File: config.mk
export PLATFORM = sky130hd
export DESIGN_NAME = dma_channel_control
export DESIGN_NICKNAME = d
export VERILOG_FILES = /design/src/hdl/dma_channel_control.v
export VERILOG_INCLUDE_DIRS = /design/src /design/src/hdl
export SDC_FILE = /design/constraint.sdc
export NUM_CORES = 1
export LEC_CHECK = 0
export ABC_AREA = 0
export CORE_MARGIN = 2
export CORE_UTILIZATION = 50
export CTS_BUF_LIST = sky130_fd_sc_hd__clkbuf_4 sky130_fd_sc_hd__clkbuf_8 sky130_fd_sc_hd__clkbuf_16
export CTS_CLUSTER_DIAMETER = 200
export DETAILED_ROUTE_END_ITERATION = 8
export DONT_BUFFER_PORTS = 1
export PLACE_DENSITY_LB_ADDON = 0.25
export SLEW_MARGIN = 40
export SYNTH_ARGS = -nofsm -noshare
export SYNTH_HDL_FRONTEND = slang
export SYNTH_SLANG_ARGS = --single-unit
File: constraint.sdc
create_clock -name hclk -period 4.82 [get_ports hclk]
set_input_delay 1.446 -clock hclk [delete_from_list [all_inputs] [get_ports hclk]]
set_output_delay 1.446 -clock hclk [all_outputs]
set_load 0.01 [all_outputs]
File: src/hdl/dma_channel_regs.vh
/*
 * Register indices, field positions, reset values and encodings of one DMA channel.
 * Assumes inclusion by the channel module and its bench.
 */
`ifndef DMA_CHANNEL_REGS_VH
`define DMA_CHANNEL_REGS_VH

// Printed halfword indices; register number = (index - base) / 2, byte address = 4 * number
`define BASE_IDX                32'h5000_3620
`define SOURCE_START_LOW_IDX    32'h5000_3620
`define SOURCE_START_HIGH_IDX   32'h5000_3622
`define DEST_START_LOW_IDX      32'h5000_3624
`define DEST_START_HIGH_IDX     32'h5000_3626
`define IRQ_MATCH_COUNT_IDX     32'h5000_3628
`define TRANSFER_LENGTH_IDX     32'h5000_362a
`define CHANNEL_CONTROL_IDX     32'h5000_362c
`define ITEM_INDEX_IDX          32'h5000_362e

// Reset value and control write mask
`define REG16_RESET             16'h0000
`define CTRL_WRITE_MASK         16'h3fff

// Channel control fields
`define CTRL_ON_BIT             0
`define CTRL_WIDTH_LSB          1
`define CTRL_WIDTH_MSB          2
`define CTRL_IRQ_EN_BIT         3
`define CTRL_TRIG_MODE_BIT      4
`define CTRL_DST_INC_BIT        5
`define CTRL_SRC_INC_BIT        6
`define CTRL_CIRCULAR_BIT       7
`define CTRL_PRIO_LSB           8
`define CTRL_PRIO_MSB           10
`define CTRL_IDLE_BIT           11
`define CTRL_FILL_BIT           12
`define CTRL_SENSE_BIT          13

// Transfer width encodings
`define WIDTH_BYTE              2'h0
`define WIDTH_HALF              2'h1
`define WIDTH_WORD              2'h2
`define WIDTH_RESERVED          2'h3

`endif

File: src/hdl/dma_channel_control.v
/*
 * One DMA channel: AHB-Lite register slave, peripheral request synchroniser,
 * channel arbitration against the other channels, and a simple memory master.
 * Assumes: the memory port answers each request with a one-cycle dma_ack;
 * other channels present their active flag and priority; channel numbers
 * of the others equal their vector index.
 */
// Overview of operation
// - Source start address is upper and lower 16-bit halves joined.
// - Destination start address is two readable, writable 16-bit halves.
// - Interrupt after an item when match count equals index before increment.
// - Interrupt only produced while interrupt enable bit is set.
// - Transfers length plus one items.
// - Sense bit 0 means level requests, 1 means rising edges only.
// - Fill mode reads source once, writes it to every destination item.
// - Running fill transfer cannot be interrupted by other channels.
// - Idle bit 0 copies back to back, locking out lower masters.
// - Idle bit 1 inserts two wait cycles after each store outside fill mode.
// - Request-triggered channels ignore the idle bit.
// - Highest priority field wins among requesting channels.
// - Equal priority goes to the lowest channel number.
// - Without circular mode channel stops and clears its on bit.
// - Circular request-triggered channel restarts with index zero, stays on.
// - Enabled increments step by 1, 2 or 4 per width code.
// - Destination fixed unless destination increment is set.
// - Trigger mode 0 starts at once, 1 waits for requests.
// - Width codes 00, 01, 10 mean 1, 2, 4 bytes; 11 reserved.
// - Channel stays off while on bit is 0; writing 1 enables.
// - Source advances by width when source increment set, else fixed.
// - Read-only item index, back to zero when transfer completes.
// - Next addresses come from index, increment enables and width.
`timescale 1ns/1ps
`include "dma_channel_regs.vh"

module dma_channel_control #(
  parameter CHAN_NUM  = 0,
  parameter NUM_CHANS = 4
) (
  input  wire                     hclk,
  input  wire                     hresetn,
  input  wire                     hsel,
  input  wire [31:0]              haddr,
  input  wire [1:0]               htrans,
  input  wire                     hwrite,
  input  wire [2:0]               hsize,
  input  wire [31:0]              hwdata,
  input  wire                     hready,
  output wire                     hreadyout,
  output wire                     hresp,
  output wire [31:0]              hrdata,
  input  wire                     periph_req,
  input  wire [NUM_CHANS-1:0]     other_bus_req,
  input  wire [3*NUM_CHANS-1:0]   other_prio,
  output wire                     ch_bus_req,
  output wire [2:0]               channel_priority,
  output wire                     bus_lock,
  output wire                     dma_req,
  output wire                     dma_write,
  output wire [31:0]              dma_addr,
  output wire [1:0]               dma_size,
  output wire [31:0]              dma_wdata,
  input  wire [31:0]              dma_rdata,
  input  wire                     dma_ack,
  output wire                     channel_irq
);

  localparam S_IDLE  = 3'd0;
  localparam S_ARB   = 3'd1;
  localparam S_READ  = 3'd2;
  localparam S_WRITE = 3'd3;
  localparam S_GAP   = 3'd4;

  localparam [2:0] R_SRC_L = 3'd0;
  localparam [2:0] R_SRC_H = 3'd1;
  localparam [2:0] R_DST_L = 3'd2;
  localparam [2:0] R_DST_H = 3'd3;
  localparam [2:0] R_CNT   = 3'd4;
  localparam [2:0] R_LEN   = 3'd5;
  localparam [2:0] R_CTRL  = 3'd6;
  localparam [2:0] R_IDX   = 3'd7;

  reg  [15:0] src_lo_r;
  reg  [15:0] src_hi_r;
  reg  [15:0] dst_lo_r;
  reg  [15:0] dst_hi_r;
  reg  [15:0] cnt_r;
  reg  [15:0] len_r;
  reg  [15:0] ctrl_r;
  reg  [15:0] idx_r;
  reg  [2:0]  state_r;
  reg  [31:0] data_r;
  reg  [31:0] addr_r;
  reg         write_r;
  reg         fill_read_r;
  reg         pend_r;
  reg         irq_r;
  reg         req_s1_r;
  reg         req_s2_r;
  reg         req_s3_r;
  reg         req_f_r;
  reg         wr_pend_r;
  reg         map_r;
  reg  [2:0]  wa_r;
  reg  [31:0] hrdata_r;

  wire        acc;
  wire        on_bit;
  wire [1:0]  width;
  wire        trig_mode;
  wire        sense;
  wire        fill;
  wire        idle_ins;
  wire        circular;
  wire        go;
  wire        won;
  wire        last;
  wire        can_stop;
  wire [31:0] src_addr;
  wire [31:0] dst_addr;
  wire [31:0] src_start;
  wire [31:0] dst_start;

  // Start plus index shifted by width code, or start alone when inc is clear
  function [31:0] item_addr;
    input [31:0] start;
    input        inc;
    input [15:0] index;
    input [1:0]  wcode;
    reg   [31:0] off;
    begin
      off       = {16'h0000, index} << wcode;
      item_addr = inc ? start + off : start;
    end
  endfunction

  assign acc       = hsel & htrans[1] & hready;
  assign hreadyout = 1'b1;
  assign hresp     = 1'b0;
  assign hrdata    = hrdata_r;

  assign on_bit    = ctrl_r[`CTRL_ON_BIT];
  assign width     = ctrl_r[`CTRL_WIDTH_MSB:`CTRL_WIDTH_LSB];
  assign trig_mode = ctrl_r[`CTRL_TRIG_MODE_BIT];
  assign sense     = ctrl_r[`CTRL_SENSE_BIT];
  assign fill      = ctrl_r[`CTRL_FILL_BIT];
  assign idle_ins  = ctrl_r[`CTRL_IDLE_BIT] & ~trig_mode;
  assign circular  = ctrl_r[`CTRL_CIRCULAR_BIT] & trig_mode;
  assign channel_priority = ctrl_r[`CTRL_PRIO_MSB:`CTRL_PRIO_LSB];

  assign src_start = {src_hi_r, src_lo_r};
  assign dst_start = {dst_hi_r, dst_lo_r};

  assign src_addr = item_addr(src_start, ctrl_r[`CTRL_SRC_INC_BIT] & ~fill, idx_r, width);
  assign dst_addr = item_addr(dst_start, ctrl_r[`CTRL_DST_INC_BIT], idx_r, width);

  assign go = ~trig_mode | (sense ? pend_r : req_f_r);

  reg beaten;
  integer k;
  always @* begin
    beaten = 1'b0;
    for (k = 0; k < NUM_CHANS; k = k + 1) begin
      if (k != CHAN_NUM && other_bus_req[k]) begin
        if (other_prio[3*k +: 3] > channel_priority) begin
          beaten = 1'b1;
        end else if (other_prio[3*k +: 3] == channel_priority && k < CHAN_NUM) begin
          beaten = 1'b1;
        end
      end
    end
  end
  assign won = ~beaten | (fill & fill_read_r);

  assign ch_bus_req = (state_r == S_ARB);
  // lower masters locked out while blocking
  assign bus_lock   = (state_r != S_IDLE) & (~idle_ins | fill);

  assign dma_req   = (state_r == S_READ) | (state_r == S_WRITE);
  assign dma_write = write_r;
  assign dma_addr  = addr_r;
  assign dma_size  = width;
  assign dma_wdata = data_r;
  assign channel_irq = irq_r;

  // last item at index equal to length
  assign last     = (idx_r == len_r);
  assign can_stop = (state_r == S_IDLE) | (state_r == S_ARB) | (state_r == S_GAP);

  // Three-stage request synchroniser; a change counts when stages two and three agree
  always @(posedge hclk or negedge hresetn) begin
    if (!hresetn) begin
      req_s1_r <= 1'b0;
      req_s2_r <= 1'b0;
      req_s3_r <= 1'b0;
      req_f_r  <= 1'b0;
    end else begin
      req_s1_r <= periph_req;
      req_s2_r <= req_s1_r;
      req_s3_r <= req_s2_r;
      if (req_s2_r == req_s3_r) begin
        req_f_r <= req_s3_r;
      end
    end
  end

  // Register read mux
  reg [31:0] rd_val;
  always @* begin
    case (haddr[4:2])
      R_SRC_L: rd_val = {16'h0000, src_lo_r};
      R_SRC_H: rd_val = {16'h0000, src_hi_r};
      R_DST_L: rd_val = {16'h0000, dst_lo_r};
      R_DST_H: rd_val = {16'h0000, dst_hi_r};
      R_CNT:   rd_val = {16'h0000, cnt_r};
      R_LEN:   rd_val = {16'h0000, len_r};
      R_CTRL:  rd_val = {16'h0000, ctrl_r};
      R_IDX:   rd_val = {16'h0000, idx_r};
      default: rd_val = 32'h0000_0000;
    endcase
  end

  // AHB-Lite address phase capture; read data prepared a cycle early
  always @(posedge hclk or negedge hresetn) begin
    if (!hresetn) begin
      wr_pend_r <= 1'b0;
      map_r     <= 1'b0;
      wa_r      <= 3'h0;
      hrdata_r  <= 32'h0000_0000;
    end else begin
      wr_pend_r <= acc & hwrite;
      if (acc) begin
        map_r <= (haddr[31:5] == 27'h000_0000);
        wa_r  <= haddr[4:2];
        if (!hwrite && haddr[31:5] == 27'h000_0000) begin
          hrdata_r <= rd_val;
        end else begin
          hrdata_r <= 32'h0000_0000;
        end
      end
    end
  end

  wire sw_wr = wr_pend_r & map_r;

  // Channel engine and register file
  always @(posedge hclk or negedge hresetn) begin
    if (!hresetn) begin
      src_lo_r    <= `REG16_RESET;
      src_hi_r    <= `REG16_RESET;
      dst_lo_r    <= `REG16_RESET;
      dst_hi_r    <= `REG16_RESET;
      cnt_r       <= `REG16_RESET;
      len_r       <= `REG16_RESET;
      ctrl_r      <= `REG16_RESET;
      idx_r       <= `REG16_RESET;
      state_r     <= S_IDLE;
      data_r      <= 32'h0000_0000;
      addr_r      <= 32'h0000_0000;
      write_r     <= 1'b0;
      fill_read_r <= 1'b0;
      pend_r      <= 1'b0;
      irq_r       <= 1'b0;
    end else begin
      irq_r <= 1'b0;
      // edge requests remembered; a new edge beats consumption
      if (state_r == S_IDLE && on_bit && go && trig_mode) begin
        pend_r <= 1'b0;
      end
      if (req_s3_r && !req_f_r && req_s2_r && sense) begin
        pend_r <= 1'b1;
      end
      case (state_r)
        S_IDLE: begin
          // idle while off or width reserved
          if (on_bit && width != `WIDTH_RESERVED && go) begin
            state_r <= S_ARB;
          end
        end
        S_ARB: begin
          if (won) begin
            // single source fetch in fill mode
            if (fill && fill_read_r) begin
              state_r <= S_WRITE;
              addr_r  <= dst_addr;
              write_r <= 1'b1;
            end else begin
              state_r <= S_READ;
              addr_r  <= src_addr;
              write_r <= 1'b0;
            end
          end
        end
        S_READ: begin
          if (dma_ack) begin
            data_r      <= dma_rdata;
            fill_read_r <= fill;
            addr_r      <= dst_addr;
            write_r     <= 1'b1;
            state_r     <= S_WRITE;
          end
        end
        S_WRITE: begin
          if (dma_ack) begin
            write_r <= 1'b0;
            irq_r <= ctrl_r[`CTRL_IRQ_EN_BIT] & (cnt_r == idx_r);
            if (last) begin
              idx_r       <= 16'h0000;
              fill_read_r <= 1'b0;
              if (!circular) begin
                ctrl_r[`CTRL_ON_BIT] <= 1'b0;
              end
            end else begin
              idx_r <= idx_r + 16'h0001;
            end
            if (idle_ins && !fill) begin
              state_r <= S_GAP;
            end else if (!last && !trig_mode) begin
              state_r <= S_ARB;
            end else begin
              state_r <= S_IDLE;
            end
          end
        end
        S_GAP: begin
          state_r <= S_IDLE;
        end
        default: begin
          state_r <= S_IDLE;
        end
      endcase
      if (!on_bit && can_stop) begin
        state_r     <= S_IDLE;
        idx_r       <= 16'h0000;
        fill_read_r <= 1'b0;
      end
      // Software write last, so a set written with a hardware clear survives
      if (sw_wr) begin
        case (wa_r)
          R_SRC_L: src_lo_r <= hwdata[15:0];
          R_SRC_H: src_hi_r <= hwdata[15:0];
          R_DST_L: dst_lo_r <= hwdata[15:0];
          R_DST_H: dst_hi_r <= hwdata[15:0];
          R_CNT:   cnt_r    <= hwdata[15:0];
          R_LEN:   len_r    <= hwdata[15:0];
          R_CTRL:  ctrl_r   <= hwdata[15:0] & `CTRL_WRITE_MASK;
          default: ;
        endcase
      end
    end
  end

endmodule // dma_channel_control

# After elaboration in Yosys (flattened, before gate mapping)
# Index checks and enable logic that the tools add are counted.
[classes] n_addsub=3 mux=48 n_eq_ne=29 shifts=1 n_reduce_logical=43 bitwise=20 order_cmp=3
[op_table] op="$pmux W32 S8" count=1
[op_table] op="$mux W32" count=6
[op_table] op="$add A32 B32 Y32" count=2
[op_table] op="$mux W16" count=4
[op_table] op="$pmux W32 S2" count=1
[op_table] op="$eq A16 B16 Y1" count=2
[op_table] op="$shl A16 B2 Y32" count=1
[op_table] op="$logic_not A27 Y1" count=1
[op_table] op="$mux W1" count=27
[op_table] op="$eq A3 B3 Y1 const B" count=8
[op_table] op="$eq A3 B2 Y1 const B" count=6
[op_table] op="$mux W3" count=6
[op_table] op="$reduce_and A2 Y1" count=9
[op_table] op="$add A16 B1 Y16 const B" count=1
[op_table] op="$logic_and A1 B1 Y1" count=13
[op_table] op="$pmux W3 S4" count=1
[op_table] op="$reduce_and A4 Y1" count=3
[op_table] op="$and A1 B1 Y1" count=10
[op_table] op="$eq A3 B1 Y1 const B" count=3
[op_table] op="$gt A3 B3 Y1" count=3
[op_table] op="$logic_not A3 Y1" count=3
[op_table] op="$ne A3 B2 Y1 const B" count=3
[op_table] op="$reduce_bool A3 Y1" count=3
[op_table] op="$reduce_bool A2 Y1" count=4
[op_table] op="10 further kinds" count=26
[totals] input_bits=124 wordCells=171 register_bits=238

# Logic depth before layout (Yosys ltp)
[depth] ltp_word=12 mapped_depth=16 mapped_depth_nobuf=12

# Least setup slack after synthesis
# No wires, ideal clock.
[synth_path] path_kind="reg2reg" from="register ctrl_r[1]" to="register addr_r[25], in the netlist dma_addr[25]" path_slack_ns=0.905 path_stages_with_launch=17 path_buffers=5 required_time_ns=4.694 setup_ns=0.126 t_arrival_ns=3.789 path_cell_list="dfrtp_1 -> buf_6 -> clkbuf_1 -> clkbuf_1 -> mux2i_1 -> mux2i_1 -> ha_1 -> clkbuf_1 -> a21o_1 -> a21o_1 -> a21o_1 -> a31o_2 -> a311oi_1 -> buf_2 -> nor3b_1 -> xor2_1 -> a221o_1"
[synth_between] elab_chain_cells=6 elab_cells_between_ends=9
[synth_rtl] element="start, declared" line="dma_channel_control.v:88" text="reg [15:0] ctrl_r;"
[synth_rtl] element="start signal, assigned" line="dma_channel_control.v:254" text="ctrl_r <= `REG16_RESET;"
[synth_rtl] element="start signal, assigned" line="dma_channel_control.v:345" text="R_CTRL: ctrl_r <= hwdata[15:0] & `CTRL_WRITE_MASK;"
[synth_rtl] element="$shl A16 B2 Y32 *" line="dma_channel_control.v:131" text="off = {16'h0000, index} << wcode;"
[synth_rtl] element="$add A32 B32 Y32" line="dma_channel_control.v:132" text="item_addr = inc ? start + off : start;"
[synth_rtl] element="$mux W32" line="dma_channel_control.v:132"
[synth_rtl] element="$mux W32" line="dma_channel_control.v:282" text="if (fill && fill_read_r) begin"
[synth_rtl] element="$mux W32" line="dma_channel_control.v:280" text="if (won) begin"
[synth_rtl] element="$pmux W32 S2 *" line="dma_channel_control.v:272" text="case (state_r)"
[synth_rtl] element="end signal, assigned" line="dma_channel_control.v:284" text="addr_r <= dst_addr;"
[synth_rtl] element="end signal, assigned" line="dma_channel_control.v:288" text="addr_r <= src_addr;"
[synth_rtl] element="end signal, assigned" line="dma_channel_control.v:297" text="addr_r <= dst_addr;"
[synth_rtl] element="end, declared" line="dma_channel_control.v:92" text="reg [31:0] addr_r;"
# Mark *: on every way between the ends. The rest lies on a longest branch, timed or not. The select of a mux whose other input is x is not followed.
# A chain may end at the register's enable or synchronous reset.

# Final worst setup path
[layout_path] from="register ctrl_r[1]" to="register addr_r[29], in the netlist dma_addr[29]"
# The elaborated chain is that of the path after synthesis.

==> flow_metrics.env <==
export IMPL_hold_class="reg -> reg"
export IMPL_drive_gt1_share_pct=16.9
export IMPL_grt_antenna_before_repair=0
export IMPL_timing_final_crit_share_pct=86.8
export IMPL_drtPass1Iterations=5
export IMPL_syn_inst=1413
export IMPL_dieArea_mm2=0.0289
export IMPL_fin_hold_ws_ns=0.347
export IMPL_drv_slew=0
export IMPL_whs_endpoint="req_s2_r"
export IMPL_netlist_cell_type_count=72
export IMPL_avgSynthCellArea_um2=9.76
export IMPL_critical_path_startpoint="ctrl_r[1]"
export IMPL_worstReg2RegEnd="dma_addr[29]"
export IMPL_worst_ep_arrival_time_ns=4.67
export IMPL_cts_sinks=222
export IMPL_max_freq_mhz=239
export IMPL_r2r_cells=11
export IMPL_max_slew_margin_pct=40.2
export IMPL_area_delta_synth_final_pct=7.82
export IMPL_io_pins=232
export IMPL_cts_hold_fix_buffers=0
export IMPL_die_y_um=170
export IMPL_grt_max_degree=223
export IMPL_slowest_delay_ns=0.77
export IMPL_ir_drop_uv=278
export IMPL_dp_cells=1682
export IMPL_grt_pass1_wl_um=62300
export IMPL_power_total_mw=4.21
export IMPL_htreeDepth=1
export IMPL_dp_hpwl_um=29600
export IMPL_grt_usage_pct=27.9
export IMPL_wl_um=40600
export IMPL_path_cells="buf_4 > mux4_2 > ha_1 > nand2_1 > nand4b_1 > a31oi_1 > a311oi_1 > buf_4 > or4_1 > a21oi_1 > a221o_1"
export IMPL_rows=60
export IMPL_post_route_util_pct=55.0
export IMPL_cts_tree="built"
export IMPL_post_cts_resized=0
export IMPL_cts_buffers=26
export IMPL_synth_edf_count=0
export IMPL_core_mm2=0.0270
export IMPL_min_period_ns=4.18
export IMPL_placed_cell_area_mm2=0.0139
export IMPL_port_buffers=0
export IMPL_cp_start_kind="flip-flop"
export IMPL_grt_pass1_vias=10600
export IMPL_ys_warn_count=0
export IMPL_timing_critical_path_mode_cell="buf_4"
export IMPL_worst_clock_skew_ns=0.0177
export IMPL_layout_common_cells="dfrtp_1, nand2_1, mux2_2, o21ai_0, a21oi_1"
export IMPL_post_cts_buffers=0
export IMPL_worst_setup_path_type="reg -> reg"
export IMPL_endpoint_kind="flip-flop"
export IMPL_start_util_pct=51.0
export IMPL_cts_path_max_buffers=3
export IMPL_clk_pin_slew_ns=0.06
export IMPL_min_from="req_s1_r"
export IMPL_status="complete, no violations"
export IMPL_overflow=0
export IMPL_drt_vias_per_instance=6.44
export IMPL_synth_async_sr_flop_share_pct=100
export IMPL_crit_slowest_cell="dfrtp_1"
export IMPL_syn_cell_area_mm2=0.0138
export IMPL_setup_viol=0
export IMPL_drc=0
export IMPL_wire_per_inst_um=23.5
export IMPL_critical_path_reg2reg_startpoint="ctrl_r[1]"
export IMPL_drt_iter0_drc=1217
export IMPL_cp_max_fo=15
export IMPL_nNetsFinal=1541
export IMPL_ys_seq_area_share_pct=40.3
export IMPL_clockRootBuffer="clkbuf_16"
export IMPL_p_leak_nw=6.71
export IMPL_worst_r2r_setup_slack_ns=0.64
export IMPL_vias=11100
export IMPL_final_setup_tns_ns=0
export IMPL_rsz0062_at_grt="false"
export IMPL_cap_violations=0
export IMPL_dp_slack_ns=0.662
export IMPL_synthFlopType="dfrtp_1"
export IMPL_die_w_um=170
export IMPL_gp_congestion=0.946
export IMPL_hold_violations=0
export IMPL_postRouteAntennaNets=0
export IMPL_final_common_cell="dfrtp_1"
export IMPL_antenna_cells=0
export IMPL_required_ns=5.31
export IMPL_power_density_mw_per_mm2=283
export IMPL_min_path_cells=0
export IMPL_setup_ws_ns=0.637
export IMPL_worst_pin_slew_ns=0.896
export IMPL_synth_seq_cells=222
export IMPL_insertion_delay_ns=0.55
export IMPL_final_area_mm2=0.0149
export IMPL_stdcell_count=1730
## power breakdown
part	internal [mW]	switching [mW]
logic	0.0833	0.0882
registers	1.92	0.0647
clock network	1.22	0.836
total	3.22	0.989
## worst max-delay path: cells and delay by family, from the launching register on
family | cells | cell delay, ns
compound gates | 4 | 0.88
simple gates | 3 | 0.87
mux | 1 | 0.55
buf+inv | 2 | 0.56
flops | 1 | 0.77
fa+ha+maj | 1 | 0.46
## how the worst max path moves through the flow
stage,cells after the start,slack [ns],to
final,11,0.64,dma_addr[29]
after global routing,11,0.47,dma_addr[29]
after CTS,11,0.66,dma_addr[29]
after detailed placement,10,0.66,dma_addr[16]
after global placement,10,0.69,dma_addr[16]
after floorplan,16,0.90,dma_addr[25]
## synth_stat cells, types with 15 or more instances
master / instances / area (um^2)
dfrtp_1: 222 / 5560
nand2_1: 161 / 604
mux2_2: 135 / 1520
o21ai_0: 121 / 606
a21oi_1: 79 / 395
clkbuf_1: 69 / 259
nor2_1: 64 / 240
ha_1: 48 / 601
xnor2_1: 45 / 394
xor2_1: 44 / 385
nand3_1: 37 / 185
mux2i_1: 36 / 360
inv_1: 34 / 128
buf_4: 23 / 173
a31oi_1: 17 / 106
and3_1: 17 / 106
nand2b_1: 16 / 100
a21o_1: 15 / 113
nor4_1: 15 / 93.8
## metal layers
metal | GRT usage (%) | vias up | wire length [um]
met4 | 8.10 | 0 | 1390
li1 | - | 5005 | -
met2 | 45.1 | 553 | 18600
met5 | 0 | - | 0
met3 | 5.37 | 84 | 3570
met1 | 38.2 | 5499 | 17000
## final cells by class
| cell class | count | area (um^2) |
|---|---|---|
| Clock buffer | 34 | 748 |
| Tap cell | 341 | 427 |
| Clock inverter | 14 | 168 |
| Timing Repair Buffer | 17 | 128 |
| Inverter | 35 | 131 |
| Fill cell | 2367 | 12200 |
| Sequential cell | 222 | 5560 |
| Multi-Input combinational cell | 1067 | 7710 |
## registers in the layout, indices dropped and copies added, names as in the netlist
register     count
wa_r             3
req_f_r          1
src_hi_r        16
hrdata          16
fill_read_r      1
cnt_r           16
req_s3_r         1
dma_write        1
idx_r           16
state_r          3
channel_irq      1
ctrl_r          14
dma_wdata       32
dst_lo_r        16
req_s1_r         1
src_lo_r        16
map_r            1
pend_r           1
req_s2_r         1
dst_hi_r        16
wr_pend_r        1
dma_addr        32
len_r           16
## cell families after synthesis
logic type	count (synthesis)	synth area share, %
buffers and inverters	140	4.51
multiplexers	186	16.2
adder cells (fa/ha/maj)	49	4.43
flip-flops	222	40.3
XOR/XNOR	89	5.65
AND/OR/NAND/NOR	382	13.0
other	2	0.0545
AO/OA/AOI/OAI	343	15.9
Note: power is estimated with default switching activity, not from simulation.
